`config.mk`:
```
export PLATFORM = sky130hd
export DESIGN_NAME = ibf_top
export DESIGN_NICKNAME = d
export VERILOG_FILES = /design/src/rtl/ibf_pkg.sv /design/src/rtl/ibf_cond_det.sv /design/src/rtl/ibf_top.sv
export SDC_FILE = /design/constraint.sdc
export NUM_CORES = 1
export LEC_CHECK = 0
export BUFFER_PORTS_ARGS = -buffer_cell sky130_fd_sc_hd__clkbuf_2
export CORE_MARGIN = 5
export CORE_UTILIZATION = 35
export DETAILED_ROUTE_END_ITERATION = 12
export GPL_TIMING_DRIVEN = 0
export HOLD_SLACK_MARGIN = 0.15
export SKIP_CTS_REPAIR_TIMING = 1
export SLEW_MARGIN = 5
export SYNTH_ARGS = -nofsm -noshare
export SYNTH_HDL_FRONTEND = slang
export SYNTH_SLANG_ARGS = --single-unit
```
`constraint.sdc`:
```
create_clock -name pclk -period 2.32 [get_ports pclk]
set_input_delay 0.696 -clock pclk [delete_from_list [all_inputs] [get_ports pclk]]
set_output_delay 0.696 -clock pclk [all_outputs]
set_load 0.05 [all_outputs]
```
`src/rtl/ibf_pkg.sv`:
```
// Package for the I2C bus flag and control block.
// Assumes a 32-bit APB slave port and a byte-wide flag register in lane 0.
package ibf_pkg;

	// ------------------------------------------------------------
	// Register offsets (byte addresses)
	// ------------------------------------------------------------
	localparam logic [7:0] IBF_OFS_FLAG = 8'h00;
	localparam logic [7:0] IBF_OFS_CTRL = 8'h04;
	localparam logic [7:0] IBF_OFS_IRQ_STAT = 8'h08;
	localparam logic [7:0] IBF_OFS_IRQ_CLR = 8'h0C;
	localparam logic [7:0] IBF_OFS_IRQ_ENA = 8'h10;
	localparam logic [7:0] IBF_OFS_LINE = 8'h14;

	// ------------------------------------------------------------
	// Field positions
	// ------------------------------------------------------------
	localparam int IBF_FLAG_RSV = 0;
	localparam int IBF_FLAG_ISE = 1;
	localparam int IBF_FLAG_BSY = 6;
	localparam int IBF_FLAG_STCF = 7;
	localparam int IBF_CTRL_ENA = 0;
	localparam int IBF_CTRL_STT = 1;
	localparam int IBF_EV_FAIL = 0;
	localparam int IBF_EV_START = 1;
	localparam int IBF_EV_STOP = 2;
	localparam int IBF_LINE_PERMIT = 0;
	localparam int IBF_LINE_SCL = 1;
	localparam int IBF_LINE_SDA = 2;
	localparam int IBF_LINE_PEND = 3;
	localparam int IBF_NUM_EV = 3;

	// ------------------------------------------------------------
	// Reset values
	// ------------------------------------------------------------
	localparam logic [7:0] IBF_FLAG_RESET = 8'h00;
	localparam logic [IBF_NUM_EV-1:0] IBF_EV_RESET = 3'h0;
	localparam logic [31:0] IBF_RDATA_RESET = 32'h0000_0000;

	// ------------------------------------------------------------
	// Types
	// ------------------------------------------------------------
	typedef struct packed {
		logic scl;
		logic sda;
		logic start_det;
		logic stop_det;
	} ibf_cond_t;

	typedef struct packed {
		logic scl_m;
		logic sda_m;
		logic scl_s;
		logic sda_s;
		logic scl_d;
		logic sda_d;
		logic start_det;
		logic stop_det;
	} ibf_det_state_t;

	typedef struct packed {
		logic start_fail_flag;
		logic bus_busy_flag;
		logic initial_start_enable;
		logic reservation_disable;
		logic controller_enable;
		logic start_trigger;
		logic start_permit;
		logic start_gen;
		logic [IBF_NUM_EV-1:0] irq_stat;
		logic [IBF_NUM_EV-1:0] irq_ena;
		logic irq;
		logic pready;
		logic pslverr;
		logic [31:0] prdata;
	} ibf_state_t;

endpackage

```
`src/rtl/ibf_cond_det.sv`:
```
// Start and stop condition detector for the shared I2C lines.
// Assumes scl and sda come straight from pins, asynchronous to pclk.
`timescale 1ns/1ps
module ibf_cond_det
	import ibf_pkg::*;
(
	// Clock and reset
	input wire logic pclk,
	input wire logic presetn,
	// Bus lines
	input wire logic scl_in,
	input wire logic sda_in,
	// Detected conditions
	output ibf_cond_t cond
);

	ibf_det_state_t s_ff;
	ibf_det_state_t nxt_s;

	// ------------------------------------------------------------
	// Synchronise the lines and find the conditions
	// ------------------------------------------------------------
	always_comb begin
		nxt_s = s_ff;
		nxt_s.scl_m = scl_in;
		nxt_s.sda_m = sda_in;
		nxt_s.scl_s = s_ff.scl_m;
		nxt_s.sda_s = s_ff.sda_m;
		nxt_s.scl_d = s_ff.scl_s;
		nxt_s.sda_d = s_ff.sda_s;
		// Data falling while the clock stays high marks a start.
		nxt_s.start_det = s_ff.scl_s & s_ff.scl_d & s_ff.sda_d & ~s_ff.sda_s;
		// Data rising while the clock stays high marks a stop.
		nxt_s.stop_det = s_ff.scl_s & s_ff.scl_d & ~s_ff.sda_d & s_ff.sda_s;
	end

	always_ff @(posedge pclk or negedge presetn) begin
		if (!presetn) begin
			s_ff <= '{scl_m: 1'b1, sda_m: 1'b1, scl_s: 1'b1, sda_s: 1'b1,
				scl_d: 1'b1, sda_d: 1'b1, start_det: 1'b0, stop_det: 1'b0};
		end else begin
			s_ff <= nxt_s;
		end
	end

	assign cond.scl = s_ff.scl_d;
	assign cond.sda = s_ff.sda_d;
	assign cond.start_det = s_ff.start_det;
	assign cond.stop_det = s_ff.stop_det;

endmodule

```
`src/rtl/ibf_top.sv`:
```
// I2C bus flag and control block with APB register access.
// Assumes a 20 MHz pclk, APB4 master, and raw scl/sda pin levels.
//
// Overview of operation
// - Reset clears the flag register to zero.
// - Byte or bit access; two flags read-only.
// - Option bits writable only while controller disabled.
// - Bits six and seven ignore all writes.
// - Failed start without reservation: clear trigger, flag.
// - Fail flag clears on trigger, disable, reset.
// - Busy sets on start, or enable without option.
// - Busy clears on stop, disable, reset.
// - Option chooses start after stop or immediately.
// - Initial-start bit set by software, cleared on start.
// - Reservation-disable: zero enables reservation, software only.
// - Enable with initial-start option leaves busy clear.
//
// The register addresses and the APB register port were chosen for this implementation.
`timescale 1ns/1ps
module ibf_top
	import ibf_pkg::*;
(
	// Clock and reset
	input wire logic pclk,
	input wire logic presetn,
	// APB slave
	input wire logic psel,
	input wire logic penable,
	input wire logic pwrite,
	input wire logic [7:0] paddr,
	input wire logic [31:0] pwdata,
	input wire logic [3:0] pstrb,
	output logic pready,
	output logic [31:0] prdata,
	output logic pslverr,
	// I2C lines
	input wire logic scl_in,
	input wire logic sda_in,
	// Controller side
	output logic start_gen,
	output logic bus_busy,
	// Interrupt
	output logic irq
);

	ibf_state_t s_ff;
	ibf_state_t nxt_s;
	ibf_cond_t cond;

	// ------------------------------------------------------------
	// Bus condition detector
	// ------------------------------------------------------------
	ibf_cond_det u_det (
		.pclk(pclk),
		.presetn(presetn),
		.scl_in(scl_in),
		.sda_in(sda_in),
		.cond(cond)
	);

	// ------------------------------------------------------------
	// Register read view
	// ------------------------------------------------------------
	function automatic logic [7:0] flag_view(input ibf_state_t st);
		logic [7:0] v;
		v = IBF_FLAG_RESET;
		v[IBF_FLAG_STCF] = st.start_fail_flag;
		v[IBF_FLAG_BSY] = st.bus_busy_flag;
		v[IBF_FLAG_ISE] = st.initial_start_enable;
		v[IBF_FLAG_RSV] = st.reservation_disable;
		return v;
	endfunction

	function automatic logic [3:0] line_view(input ibf_state_t st, input ibf_cond_t c);
		logic [3:0] v;
		v = 4'h0;
		v[IBF_LINE_PERMIT] = st.start_permit;
		v[IBF_LINE_SCL] = c.scl;
		v[IBF_LINE_SDA] = c.sda;
		v[IBF_LINE_PEND] = st.start_trigger;
		return v;
	endfunction

	// ------------------------------------------------------------
	// Next state
	// ------------------------------------------------------------
	always_comb begin
		logic acc_first;
		logic commit;
		logic wr_lane0;
		logic mapped;
		logic new_ena;
		logic [31:0] rd;
		logic [IBF_NUM_EV-1:0] ev;
		acc_first = 1'b0;
		commit = 1'b0;
		wr_lane0 = 1'b0;
		mapped = 1'b0;
		new_ena = 1'b0;
		rd = IBF_RDATA_RESET;
		ev = IBF_EV_RESET;
		nxt_s = s_ff;
		nxt_s.pready = 1'b0;
		nxt_s.pslverr = 1'b0;
		nxt_s.start_gen = 1'b0;

		// Address decode and read data, answered one cycle into the access.
		case (paddr)
			IBF_OFS_FLAG: begin
				mapped = 1'b1;
				rd = {24'h000000, flag_view(s_ff)};
			end
			IBF_OFS_CTRL: begin
				mapped = 1'b1;
				rd[IBF_CTRL_ENA] = s_ff.controller_enable;
				rd[IBF_CTRL_STT] = s_ff.start_trigger;
			end
			IBF_OFS_IRQ_STAT: begin
				mapped = 1'b1;
				rd[IBF_NUM_EV-1:0] = s_ff.irq_stat;
			end
			IBF_OFS_IRQ_CLR: begin
				mapped = 1'b1;
			end
			IBF_OFS_IRQ_ENA: begin
				mapped = 1'b1;
				rd[IBF_NUM_EV-1:0] = s_ff.irq_ena;
			end
			IBF_OFS_LINE: begin
				mapped = 1'b1;
				rd[3:0] = line_view(s_ff, cond);
			end
			default: begin
				mapped = 1'b0;
			end
		endcase

		acc_first = psel & penable & ~s_ff.pready;
		if (acc_first) begin
			nxt_s.pready = 1'b1;
			nxt_s.pslverr = ~mapped;
			nxt_s.prdata = pwrite ? IBF_RDATA_RESET : rd;
		end

		// Writes take effect on the edge that samples pready high.
		commit = psel & penable & s_ff.pready & pwrite & ~s_ff.pslverr;
		wr_lane0 = commit & pstrb[0];
		new_ena = s_ff.controller_enable;

		// ------------------------------------------------------------
		// Software writes
		// ------------------------------------------------------------
		if (wr_lane0) begin
			case (paddr)
				IBF_OFS_FLAG: begin
					// Status bits 7 and 6 are not writable.
					if (!s_ff.controller_enable) begin
						nxt_s.initial_start_enable = pwdata[IBF_FLAG_ISE];
						nxt_s.reservation_disable = pwdata[IBF_FLAG_RSV];
					end
				end
				IBF_OFS_CTRL: begin
					new_ena = pwdata[IBF_CTRL_ENA];
					nxt_s.controller_enable = new_ena;
					if (pwdata[IBF_CTRL_STT] && new_ena) begin
						nxt_s.start_trigger = 1'b1;
						nxt_s.start_fail_flag = 1'b0;
					end
				end
				IBF_OFS_IRQ_CLR: begin
					nxt_s.irq_stat = s_ff.irq_stat & ~pwdata[IBF_NUM_EV-1:0];
				end
				IBF_OFS_IRQ_ENA: begin
					nxt_s.irq_ena = pwdata[IBF_NUM_EV-1:0];
				end
				default: begin
					nxt_s.irq_ena = nxt_s.irq_ena;
				end
			endcase
		end

		// ------------------------------------------------------------
		// Enable transitions
		// ------------------------------------------------------------
		if (s_ff.controller_enable && !new_ena) begin
			nxt_s.start_fail_flag = 1'b0;
			nxt_s.bus_busy_flag = 1'b0;
			nxt_s.start_permit = 1'b0;
			nxt_s.start_trigger = 1'b0;
		end
		if (!s_ff.controller_enable && new_ena) begin
			if (!s_ff.initial_start_enable) begin
				nxt_s.bus_busy_flag = 1'b1;
				nxt_s.start_permit = 1'b0;
			end else begin
				// Bus assumed released; software checks the bus first.
				nxt_s.bus_busy_flag = 1'b0;
				nxt_s.start_permit = 1'b1;
			end
		end

		// ------------------------------------------------------------
		// Start request handling
		// ------------------------------------------------------------
		if (s_ff.controller_enable && new_ena && s_ff.start_trigger) begin
			if (s_ff.start_permit && !s_ff.bus_busy_flag) begin
				nxt_s.start_gen = 1'b1;
				nxt_s.start_trigger = 1'b0;
			end else if (s_ff.reservation_disable) begin
				nxt_s.start_trigger = 1'b0;
				nxt_s.start_fail_flag = 1'b1;
				ev[IBF_EV_FAIL] = 1'b1;
			end
		end

		// ------------------------------------------------------------
		// Bus conditions, applied last so they win over clears
		// ------------------------------------------------------------
		if (cond.start_det) begin
			nxt_s.initial_start_enable = 1'b0;
			ev[IBF_EV_START] = 1'b1;
			if (new_ena) begin
				nxt_s.bus_busy_flag = 1'b1;
			end
		end
		if (cond.stop_det) begin
			ev[IBF_EV_STOP] = 1'b1;
			if (new_ena) begin
				nxt_s.bus_busy_flag = 1'b0;
				nxt_s.start_permit = 1'b1;
			end
		end

		// ------------------------------------------------------------
		// Interrupt status, set wins over clear
		// ------------------------------------------------------------
		nxt_s.irq_stat = nxt_s.irq_stat | ev;
		nxt_s.irq = |(nxt_s.irq_stat & nxt_s.irq_ena);
	end

	// ------------------------------------------------------------
	// State register
	// ------------------------------------------------------------
	always_ff @(posedge pclk or negedge presetn) begin
		if (!presetn) begin
			s_ff <= '{start_fail_flag: IBF_FLAG_RESET[IBF_FLAG_STCF],
				bus_busy_flag: IBF_FLAG_RESET[IBF_FLAG_BSY],
				initial_start_enable: IBF_FLAG_RESET[IBF_FLAG_ISE],
				reservation_disable: IBF_FLAG_RESET[IBF_FLAG_RSV],
				controller_enable: 1'b0,
				start_trigger: 1'b0,
				start_permit: 1'b0,
				start_gen: 1'b0,
				irq_stat: IBF_EV_RESET,
				irq_ena: IBF_EV_RESET,
				irq: 1'b0,
				pready: 1'b0,
				pslverr: 1'b0,
				prdata: IBF_RDATA_RESET};
		end else begin
			s_ff <= nxt_s;
		end
	end

	// ------------------------------------------------------------
	// Outputs
	// ------------------------------------------------------------
	assign pready = s_ff.pready;
	assign prdata = s_ff.prdata;
	assign pslverr = s_ff.pslverr;
	assign start_gen = s_ff.start_gen;
	assign bus_busy = s_ff.bus_busy_flag;
	assign irq = s_ff.irq;

endmodule

```
# Word level (Yosys, flattened, before mapping)
# Cells that the tools add are included.
[classes]
n_shift = 0
n_mux = 45
mul = 0
n_eq_ne = 6
div = 0
add_sub_neg = 0
reduce_logical = 17
bitwise = 21
order_cmp = 0
[op_table]
columns = ["operator", "count"]
rows = [
  ["34-bit two-way mux", 1],
  ["32-bit two-way mux", 1],
  ["1-bit two-way mux", 30],
  ["8-bit by 4-bit equality test with 1-bit output (second input constant)", 2],
  ["8-bit by 5-bit equality test with 1-bit output (second input constant)", 2],
  ["2-bit two-way mux", 6],
  ["1-bit AND", 11],
  ["2-bit case mux with 5 select lines", 1],
  ["8-bit by 3-bit equality test with 1-bit output (second input constant)", 1],
  ["8-bit zero test", 1],
  ["4-bit two-way mux", 2],
  ["3-bit AND", 2],
  ["1-bit logical AND", 6],
  ["3-bit two-way mux", 2],
  ["6-bit two-way mux", 1],
  ["1-bit NOT", 6],
  ["3-bit AND reduction", 2],
  ["6-bit OR reduction", 1],
  ["2-bit nonzero test", 2],
  ["1-bit zero test", 3],
  ["3-bit NOT", 1],
  ["3-bit OR", 1],
  ["1-bit case mux with 3 select lines", 1],
  ["3-bit OR reduction", 1],
  ["2 further kinds", 2],
]
[totals]
latch_bits = 0
romBits = 0
inputBits = 51
mem_bits_rw = 0
n_memories = 0
reg_bits = 57

# Depth between registers and ports, before layout
# Gate-level depths: netlist of the first run.
[logic_depth]
word_depth = 14
ltp_mapped = 6
depth_no_buf = 5

# By module
# From an unflattened synthesis of the first run, not the netlist that was laid out.
[hier_totals]
cells_unflattened = 172
hier_area_um2 = 1731.7
[by_module_without_submodules]
columns = ["module", "cells_each", "n_inst", "seq_area_each_um2", "area_per_inst_um2"]
rows = [
  ["ibf_top", 162, 1, 575.6, 1503.9],
  ["ibf_cond_det", 10, 1, 207.7, 227.7],
]

# Least setup slack after synthesis of the first run
# Ideal clock, no wire load.
[synth_path]
kind = "input port to flip-flop"
from = "input port paddr[2]"
to = "register s_ff (netlist bit irq)"
arrival_time_ns = 2.349
stages = 6
setup_time_ns = 0.126
required_ns = 2.194
setup_slack_ns = -0.155
cell_sequence = "buf_6 or3b_1 or4_4 mux2_4 o21a_1 a221o_1"
[synth_rtl]
columns = ["element", "line_no", "rtl"]
rows = [
  ["start: declaration", "ibf_top.sv:30", "input wire logic [7:0] paddr,"],
  ["end signal: assignment", "ibf_top.sv:246", "s_ff <= '{start_fail_flag: IBF_FLAG_RESET[IBF_FLAG_STCF],"],
  ["end signal: assignment", "ibf_top.sv:261", "s_ff <= nxt_s;"],
  ["end: declaration", "ibf_top.sv:46", "ibf_state_t s_ff;"],
]

==> results of run 1 <==
-- sequential cells by signal, indices dropped and copies added (netlist names) --
register	cells
prdata	6
u_det.nxt_s	4
irq	1
pslverr	1
bus_busy	1
start_gen	1
s_ff	12
u_det.cond	4
pready	1
-- layout make-up --
class | count | share of cell area, %
Buffer | 38 | 12.44
Clock inverter | 1 | 0.2303
Multi-Input combinational cell | 120 | 34.83
Clock buffer | 6 | 3.800
Sequential cell | 31 | 36.04
Inverter | 6 | 1.036
Timing Repair Buffer | 31 | 7.772
Tap cell | 67 | 3.857
-- power groups by stage --
stage | Combinational [uW] | Sequential, uW | Clock, uW
floorplan | 164 | 577 | 0
global placement | 211 | 572 | 0
detailed placement | 212 | 572 | 0
CTS | 212 | 563 | 440
global route | 230 | 565 | 456
finish | 214 | 563 | 422
-- per-stage QoR --
| stage | worst slack [ns] | utilization, % | cell area, sq um | hold WS, ns |
|---|---|---|---|---|
| final | -0.02994 | 45.71 | 2173 | 0.3590 |
| after global routing | -0.03041 | 45.71 | 2173 | 0.3677 |
| after CTS | -0.05988 | 44.97 | 2138 | 0.3573 |
| after floorplan | -0.1548 | - | 1827 | 0.3452 |
| after detailed placement | -0.3375 | 43.13 | 2051 | 0.3482 |
| after global placement | -0.3479 | 43.13 | 2051 | 0.3456 |
-- cells by family after synthesis --
group                  synth area share, %
buffers and inverters                16.90
flip-flops                           45.20
AO/OA/AOI/OAI                        9.242
other                               0.2164
AND/OR/NAND/NOR                      20.87
multiplexers                         7.581
-- Yosys cell counts (all sizes together), types with 3 or more instances --
master  count
a21oi       5
a31oi       4
buf        33
clkbuf      5
dfrtp      25
dfstp       6
inv         6
mux2        4
mux2i       3
nand2      13
nand3       6
nand3b      3
nand4       3
nor2       10
nor2b       4
nor4        5
o21ai       7
or2         3
-- critical path, cell delays in order --
cell	delay, ns
buf_6	0.09
or3_4	0.42
or4_4	0.60
mux2_4	0.33
o21a_1	0.11
a221o_1	0.26
-- routing by layer --
metal | up-vias | GRT usage [%] | share of wire [%]
met3 | 4 | 3.251 | 5.7
met2 | 30 | 20.61 | 49
met1 | 587 | 14.12 | 44
li1 | 663 | - | -
met4 | 0 | 4.561 | 1.2
met5 | - | 0 | 0
-- worst max-delay path by stage --
stage                         from             to  slack [ns]
after global routing      paddr[0]  irq$_DFF_PN0_       -0.03
after detailed placement  paddr[7]  irq$_DFF_PN0_       -0.34
final                     paddr[0]  irq$_DFF_PN0_       -0.03
after CTS                 paddr[7]  irq$_DFF_PN0_       -0.06
after floorplan           paddr[2]  irq$_DFF_PN0_       -0.15
after global placement    paddr[7]  irq$_DFF_PN0_       -0.35
==> flow_summary_export.csv, run 1 <==
group,metric,value,unit
cells_and_area,nets,284,
worst_hold_path,hold_depth,0,
die,row_count,25,
place,dp_hpwl,2.722,mm
critical_path,critPathArrivalTime,2.51,ns
global_routing,grt_pass1_wl,5.920,mm
critical_path,cp-start-kind,"input port",
cells_and_area,nFillCells,472,
logic_synthesis,synth_cells,170,
timing,worstMarginPinSlew,0.7563,ns
cells_and_area,ff_latch_area,783.3,sq um
cells_and_area,area_growth,25.41,%
clocking,numClockSinks,31,
logic_synthesis,synth_area,1733,sq um
drt,vias,1284,
power_and_ir_drop,p_int,851.1,uW
global_routing,grt_overflow_total,0,
power_and_ir_drop,p_total,1199,uW
critical_path,crit_fanout,4,
timing,setup_tns,-0.02994,ns
cells_and_area,antennaDiodeCount,0,
cells_and_area,layout_common_cells,"buf_4, clkbuf_2, conb_1, dfrtp_1, nand2_1",
drt,wl_per_cell,11.77,microns
clocking,insertion_delay,0.28,ns
logic_synthesis,synth_top_area_cell,"dfrtp_1",
place,gp_congestion,0.8011,
logic_synthesis,synth_area_per_cell,10.19,sq um
timing,clock.fmax,425.5,MHz
global_routing,grt_max_degree,32,
worst_hold_path,holdPathEnd,"u_det.nxt_s[2]$_DFF_PN1_",
die,die_area,6459,sq um
drt,ant_nets,0,
power_and_ir_drop,pwr-share-comb,17.8,%
power_and_ir_drop,vdd_drop_max,0.3177,mV
timing,skew,0.004474,ns
logic_synthesis,synth-seq-cells,31,
power_and_ir_drop,power.share.sequential,47.0,%
cells_and_area,final_cells,300,
global_routing,antenna_found_initial,0,
critical_path,regToRegEndpoint,"irq$_DFF_PN0_",
clocking,htreeDepth,2,
power_and_ir_drop,power.leakage,0.001131,uW
critical_path,reg2reg_slack,0.17,ns
drt,wl,3.532,mm
logic_synthesis,synth_area_leaders,"dfrtp_1, buf_4, dfstp_2",
drt,remaining_drc_errors,0,
critical_path,end_kind,"flip-flop",
cells_and_area,drive_gt1_share,37.77,%
worst_hold_path,min_path_type,"flip-flop to flip-flop",
clocking,cts_made_buffers,5,
die,die_h,80.37,microns
timing,slew_viol_final,0,
power_and_ir_drop,power.density,551.6,nW/um^2
clocking,clk_pin_slew,0.06,ns
logic_synthesis,yosysUniqueCellTypes,41,
logic_synthesis,synth_edf_count,0,
drt,drtIter0Drc,81,
global_routing,grt.total_usage,11.98,%
run,drv_cap,0,
critical_path,critical_path_class,"input port to flip-flop",
critical_path,reg2reg_depth,5,
cells_and_area,final_common_cell,"buf_4",
timing,setup_slack,-0.02994,ns
die,die_w,80.37,microns
critical_path,rr_startpoint,"pslverr$_DFF_PN0_",
status,violations,"setup timing",
timing,finalSetupViolCount,1,
timing,finalCriticalPeriod,2.350,ns
logic_synthesis,yosysSeqAreaShare,45.20,%
die,ios,88,
timing,slew-limit-headroom,49.58,%
clocking,clk_path_buf_depth,2,
power_and_ir_drop,switching_power,347.7,uW
worst_hold_path,hp-start,"u_det.nxt_s[4]$_DFF_PN1_",
die,coreArea,4755,sq um
logic_synthesis,synth_top_cell_area_share,36.10,%
timing,rsz0062_at_grt,"yes",
drt,drt-vias-per-instance,4.280,
power_and_ir_drop,p_sw_share,29.00,%
global_routing,first_global_vias,1259,
timing,timing.final.crit_share,101.3,%
clocking,cts-root-buf,"clkbuf_8",
logic_synthesis,async_reset_ff_share,100.0,%
status,outcome,"finished with violations",
place,dp.cells,290,
drt,firstDrtPassIters,4,
die,initial_utilization,36.45,%
cells_and_area,multi_input_area,757.0,sq um
power_and_ir_drop,clkPwrFrac,35.2,%
critical_path,cp_data_required_time,2.48,ns
clocking,cts_tree,"done",
logic_synthesis,synth_warnings,0,
logic_synthesis,ys.flop_type,"dfrtp_1",
place,port_buffers,28,
timing,hold_viol,0,
No activity file was read; power rests on OpenSTA's default activity.
==> run 2: changes to the inputs <==
--- a/config.mk
+++ b/config.mk
@@ -15,4 +15,5 @@
 export SLEW_MARGIN = 5
 export SYNTH_ARGS = -nofsm -noshare
 export SYNTH_HDL_FRONTEND = slang
+export SYNTH_HIERARCHICAL = 1
 export SYNTH_SLANG_ARGS = --single-unit
==> run 2 against run 1 <==
  * The run now ends clean
  * Cell count increased by 0.33%
  * Sequential power about the same
  * Critical path depth is the same
  * Via count is 2.1% higher
  * Total power decreased by 2.3%
  * Largest cell class unchanged
  * Largest power group unchanged
==> flow_summary_export.csv, run 2 <==
group,metric,value,unit
status,outcome,"finished clean",
cells_and_area,area_growth,23.34,%
global_routing,grt_overflow_total,0,
timing,slew-limit-headroom,50.42,%
global_routing,grt_pass1_wl,5.837,mm
timing,skew,0.003882,ns
timing,hold_viol,0,
die,coreArea,4755,sq um
timing,finalSetupViolCount,0,
critical_path,crit_fanout,9,
global_routing,antenna_found_initial,0,
timing,setup_tns,0,ns
clocking,numClockSinks,31,
die,row_count,25,
timing,clock.fmax,498.9,MHz
logic_synthesis,synth_warnings,6,
timing,slew_viol_final,0,
logic_synthesis,synth_top_area_cell,"dfrtp_1",
critical_path,end_kind,"flip-flop",
clocking,insertion_delay,0.27,ns
logic_synthesis,yosysMostFrequentCell,"buf_4",
cells_and_area,drive_gt1_share,36.32,%
clocking,clk_path_buf_depth,2,
drt,firstDrtPassIters,4,
cells_and_area,final_common_cell,"buf_4",
cells_and_area,multi_input_area,759.5,sq um
critical_path,critical_path_class,"input port to flip-flop",
logic_synthesis,yosysUniqueCellTypes,51,
clocking,cts_made_buffers,5,
logic_synthesis,synthTopCellsByCount,"buf_4, dfrtp_1, nand2_1, nor2_1, a21oi_1",
cells_and_area,largest_register_ff_count,12,
logic_synthesis,synth_cells,172,
logic_synthesis,synth_area_leaders,"dfrtp_1, buf_4, dfstp_2",
logic_synthesis,async_reset_ff_share,100.0,%
critical_path,regToRegEndpoint,"s_ff[42]$_DFF_PN0_",
clocking,htreeDepth,2,
place,post-place-ws,0.01635,ns
die,initial_utilization,36.42,%
die,die_h,80.34,microns
critical_path,critPathArrivalTime,2.14,ns
die,die_area,6455,sq um
die,die_w,80.34,microns
drt,drt-vias-per-instance,4.355,
logic_synthesis,synth_edf_count,0,
cells_and_area,nFillCells,490,
timing,worstMarginPinSlew,0.7437,ns
clocking,cts-root-buf,"clkbuf_8",
logic_synthesis,yosysSeqAreaShare,45.23,%
run,drv_cap,0,
place,dp_hpwl,2.833,mm
drt,drtIter0Drc,61,
die,ios,88,
drt,wl,3.540,mm
drt,vias,1311,
power_and_ir_drop,power.density,548.2,nW/um^2
cells_and_area,regMostFlops,"s_ff",
global_routing,grt.total_usage,11.76,%
worst_hold_path,holdPathEnd,"u_det/nxt_s[2]$_DFF_PN1_",
drt,ant_nets,0,
cells_and_area,antennaDiodeCount,0,
worst_hold_path,min_path_type,"flip-flop to flip-flop",
critical_path,rr_startpoint,"pslverr$_DFF_PN0_",
global_routing,grt_max_degree,32,
timing,setup_slack,0.3157,ns
critical_path,cp_data_required_time,2.45,ns
logic_synthesis,synth-seq-cells,31,
drt,wl_per_cell,11.76,microns
drt,remaining_drc_errors,0,
clocking,cts_tree,"done",
logic_synthesis,ys.flop_type,"dfrtp_1",
timing,rsz0062_at_grt,"no",
cells_and_area,nets,284,
critical_path,reg2reg_slack,0.46,ns
timing,finalCriticalPeriod,2.004,ns
global_routing,first_global_vias,1261,
power_and_ir_drop,vdd_drop_max,0.2723,mV
worst_hold_path,hold_depth,0,
logic_synthesis,synth_area,1732,sq um
critical_path,reg2reg_depth,6,
timing,timing.final.crit_share,86.39,%
power_and_ir_drop,power.leakage,0.001087,uW
clocking,clk_pin_slew,0.06,ns
place,port_buffers,29,
place,gp_congestion,0.8012,
logic_synthesis,synth_area_per_cell,10.07,sq um
cells_and_area,layout_common_cells,"buf_4, clkbuf_2, conb_1, dfrtp_1, nand2_1",
critical_path,cp-start-kind,"input port",
logic_synthesis,synth_top_cell_area_share,36.13,%
cells_and_area,ff_latch_area,783.3,sq um
worst_hold_path,hp-start,"u_det/nxt_s[4]$_DFF_PN1_",
[run 2: worst max-delay path by stage]
stage	slack [ns]	to	depth (start not counted)	start
floorplan	0.33	irq$_DFF_PN0_	5	paddr[2]
global placement	0.06	s_ff[42]$_DFF_PN0_	6	paddr[3]
detailed placement	0.02	s_ff[42]$_DFF_PN0_	6	paddr[3]
CTS	0.30	s_ff[42]$_DFF_PN0_	6	paddr[3]
global route	0.20	s_ff[42]$_DFF_PN0_	6	paddr[3]
finish	0.32	s_ff[42]$_DFF_PN0_	6	paddr[3]
[run 2: metrics by stage]
stage / std cells / total power, uW / instance area (sq um) / hold WS [ns] / utilization, %
global route: 301 / 1229 / 2136 / 0.3637 / 44.92
detailed placement: 293 / 788.2 / 2054 / 0.3482 / 43.21
finish: 301 / 1171 / 2136 / 0.3564 / 44.92
CTS: 301 / 1183 / 2136 / 0.3571 / 44.92
global placement: 293 / 787.0 / 2054 / 0.3464 / 43.21
floorplan: 197 / 742.4 / 1826 / 0.3452 / -
[run 2: critical path: stages]
cell and delay [ns]:
clkbuf_2 0.11, nor4b_2 0.31, nand4_2 0.30, or4_1 0.48, a21oi_1 0.17, a221oi_1 0.07
[run 2: cells by family after synthesis]
kind of cell | share of synthesized area, %
mux | 5.058
simple gates | 23.26
buf+inv | 16.33
flops | 45.23
other cells | 0.2166
compound gates | 9.900
[run 2: layout make-up]
cell class                 count  area share (%)
buffer                        38           12.54
tap                           67           3.925
sequential                    31           36.67
clock buffer                   7           3.574
multi-input combinational    124           35.56
clock inverter                 1          0.2343
timing repair buffer          29           6.796
inverter                       4          0.7030
[run 2: routing by layer]
| metal | track usage (%) | part of all wire (%) | vias up |
|---|---|---|---|
| met5 | 0 | 0 | - |
| met4 | 3.547 | 1.1 | 0 |
| met3 | 3.139 | 5.0 | 4 |
| met2 | 20.36 | 49 | 31 |
| met1 | 14.17 | 45 | 605 |
| li1 | - | - | 671 |
[run 2: power by group]
group / internal (uW) / total (uW) / switching, uW / leakage (uW)
logic: 61.6 / 216 / 154 / 0.000650
registers: 556 / 563 / 7.20 / 0.000395
clock network: 210 / 392 / 182 / 0.0000422
total: 827 / 1170 / 344 / 0.00109
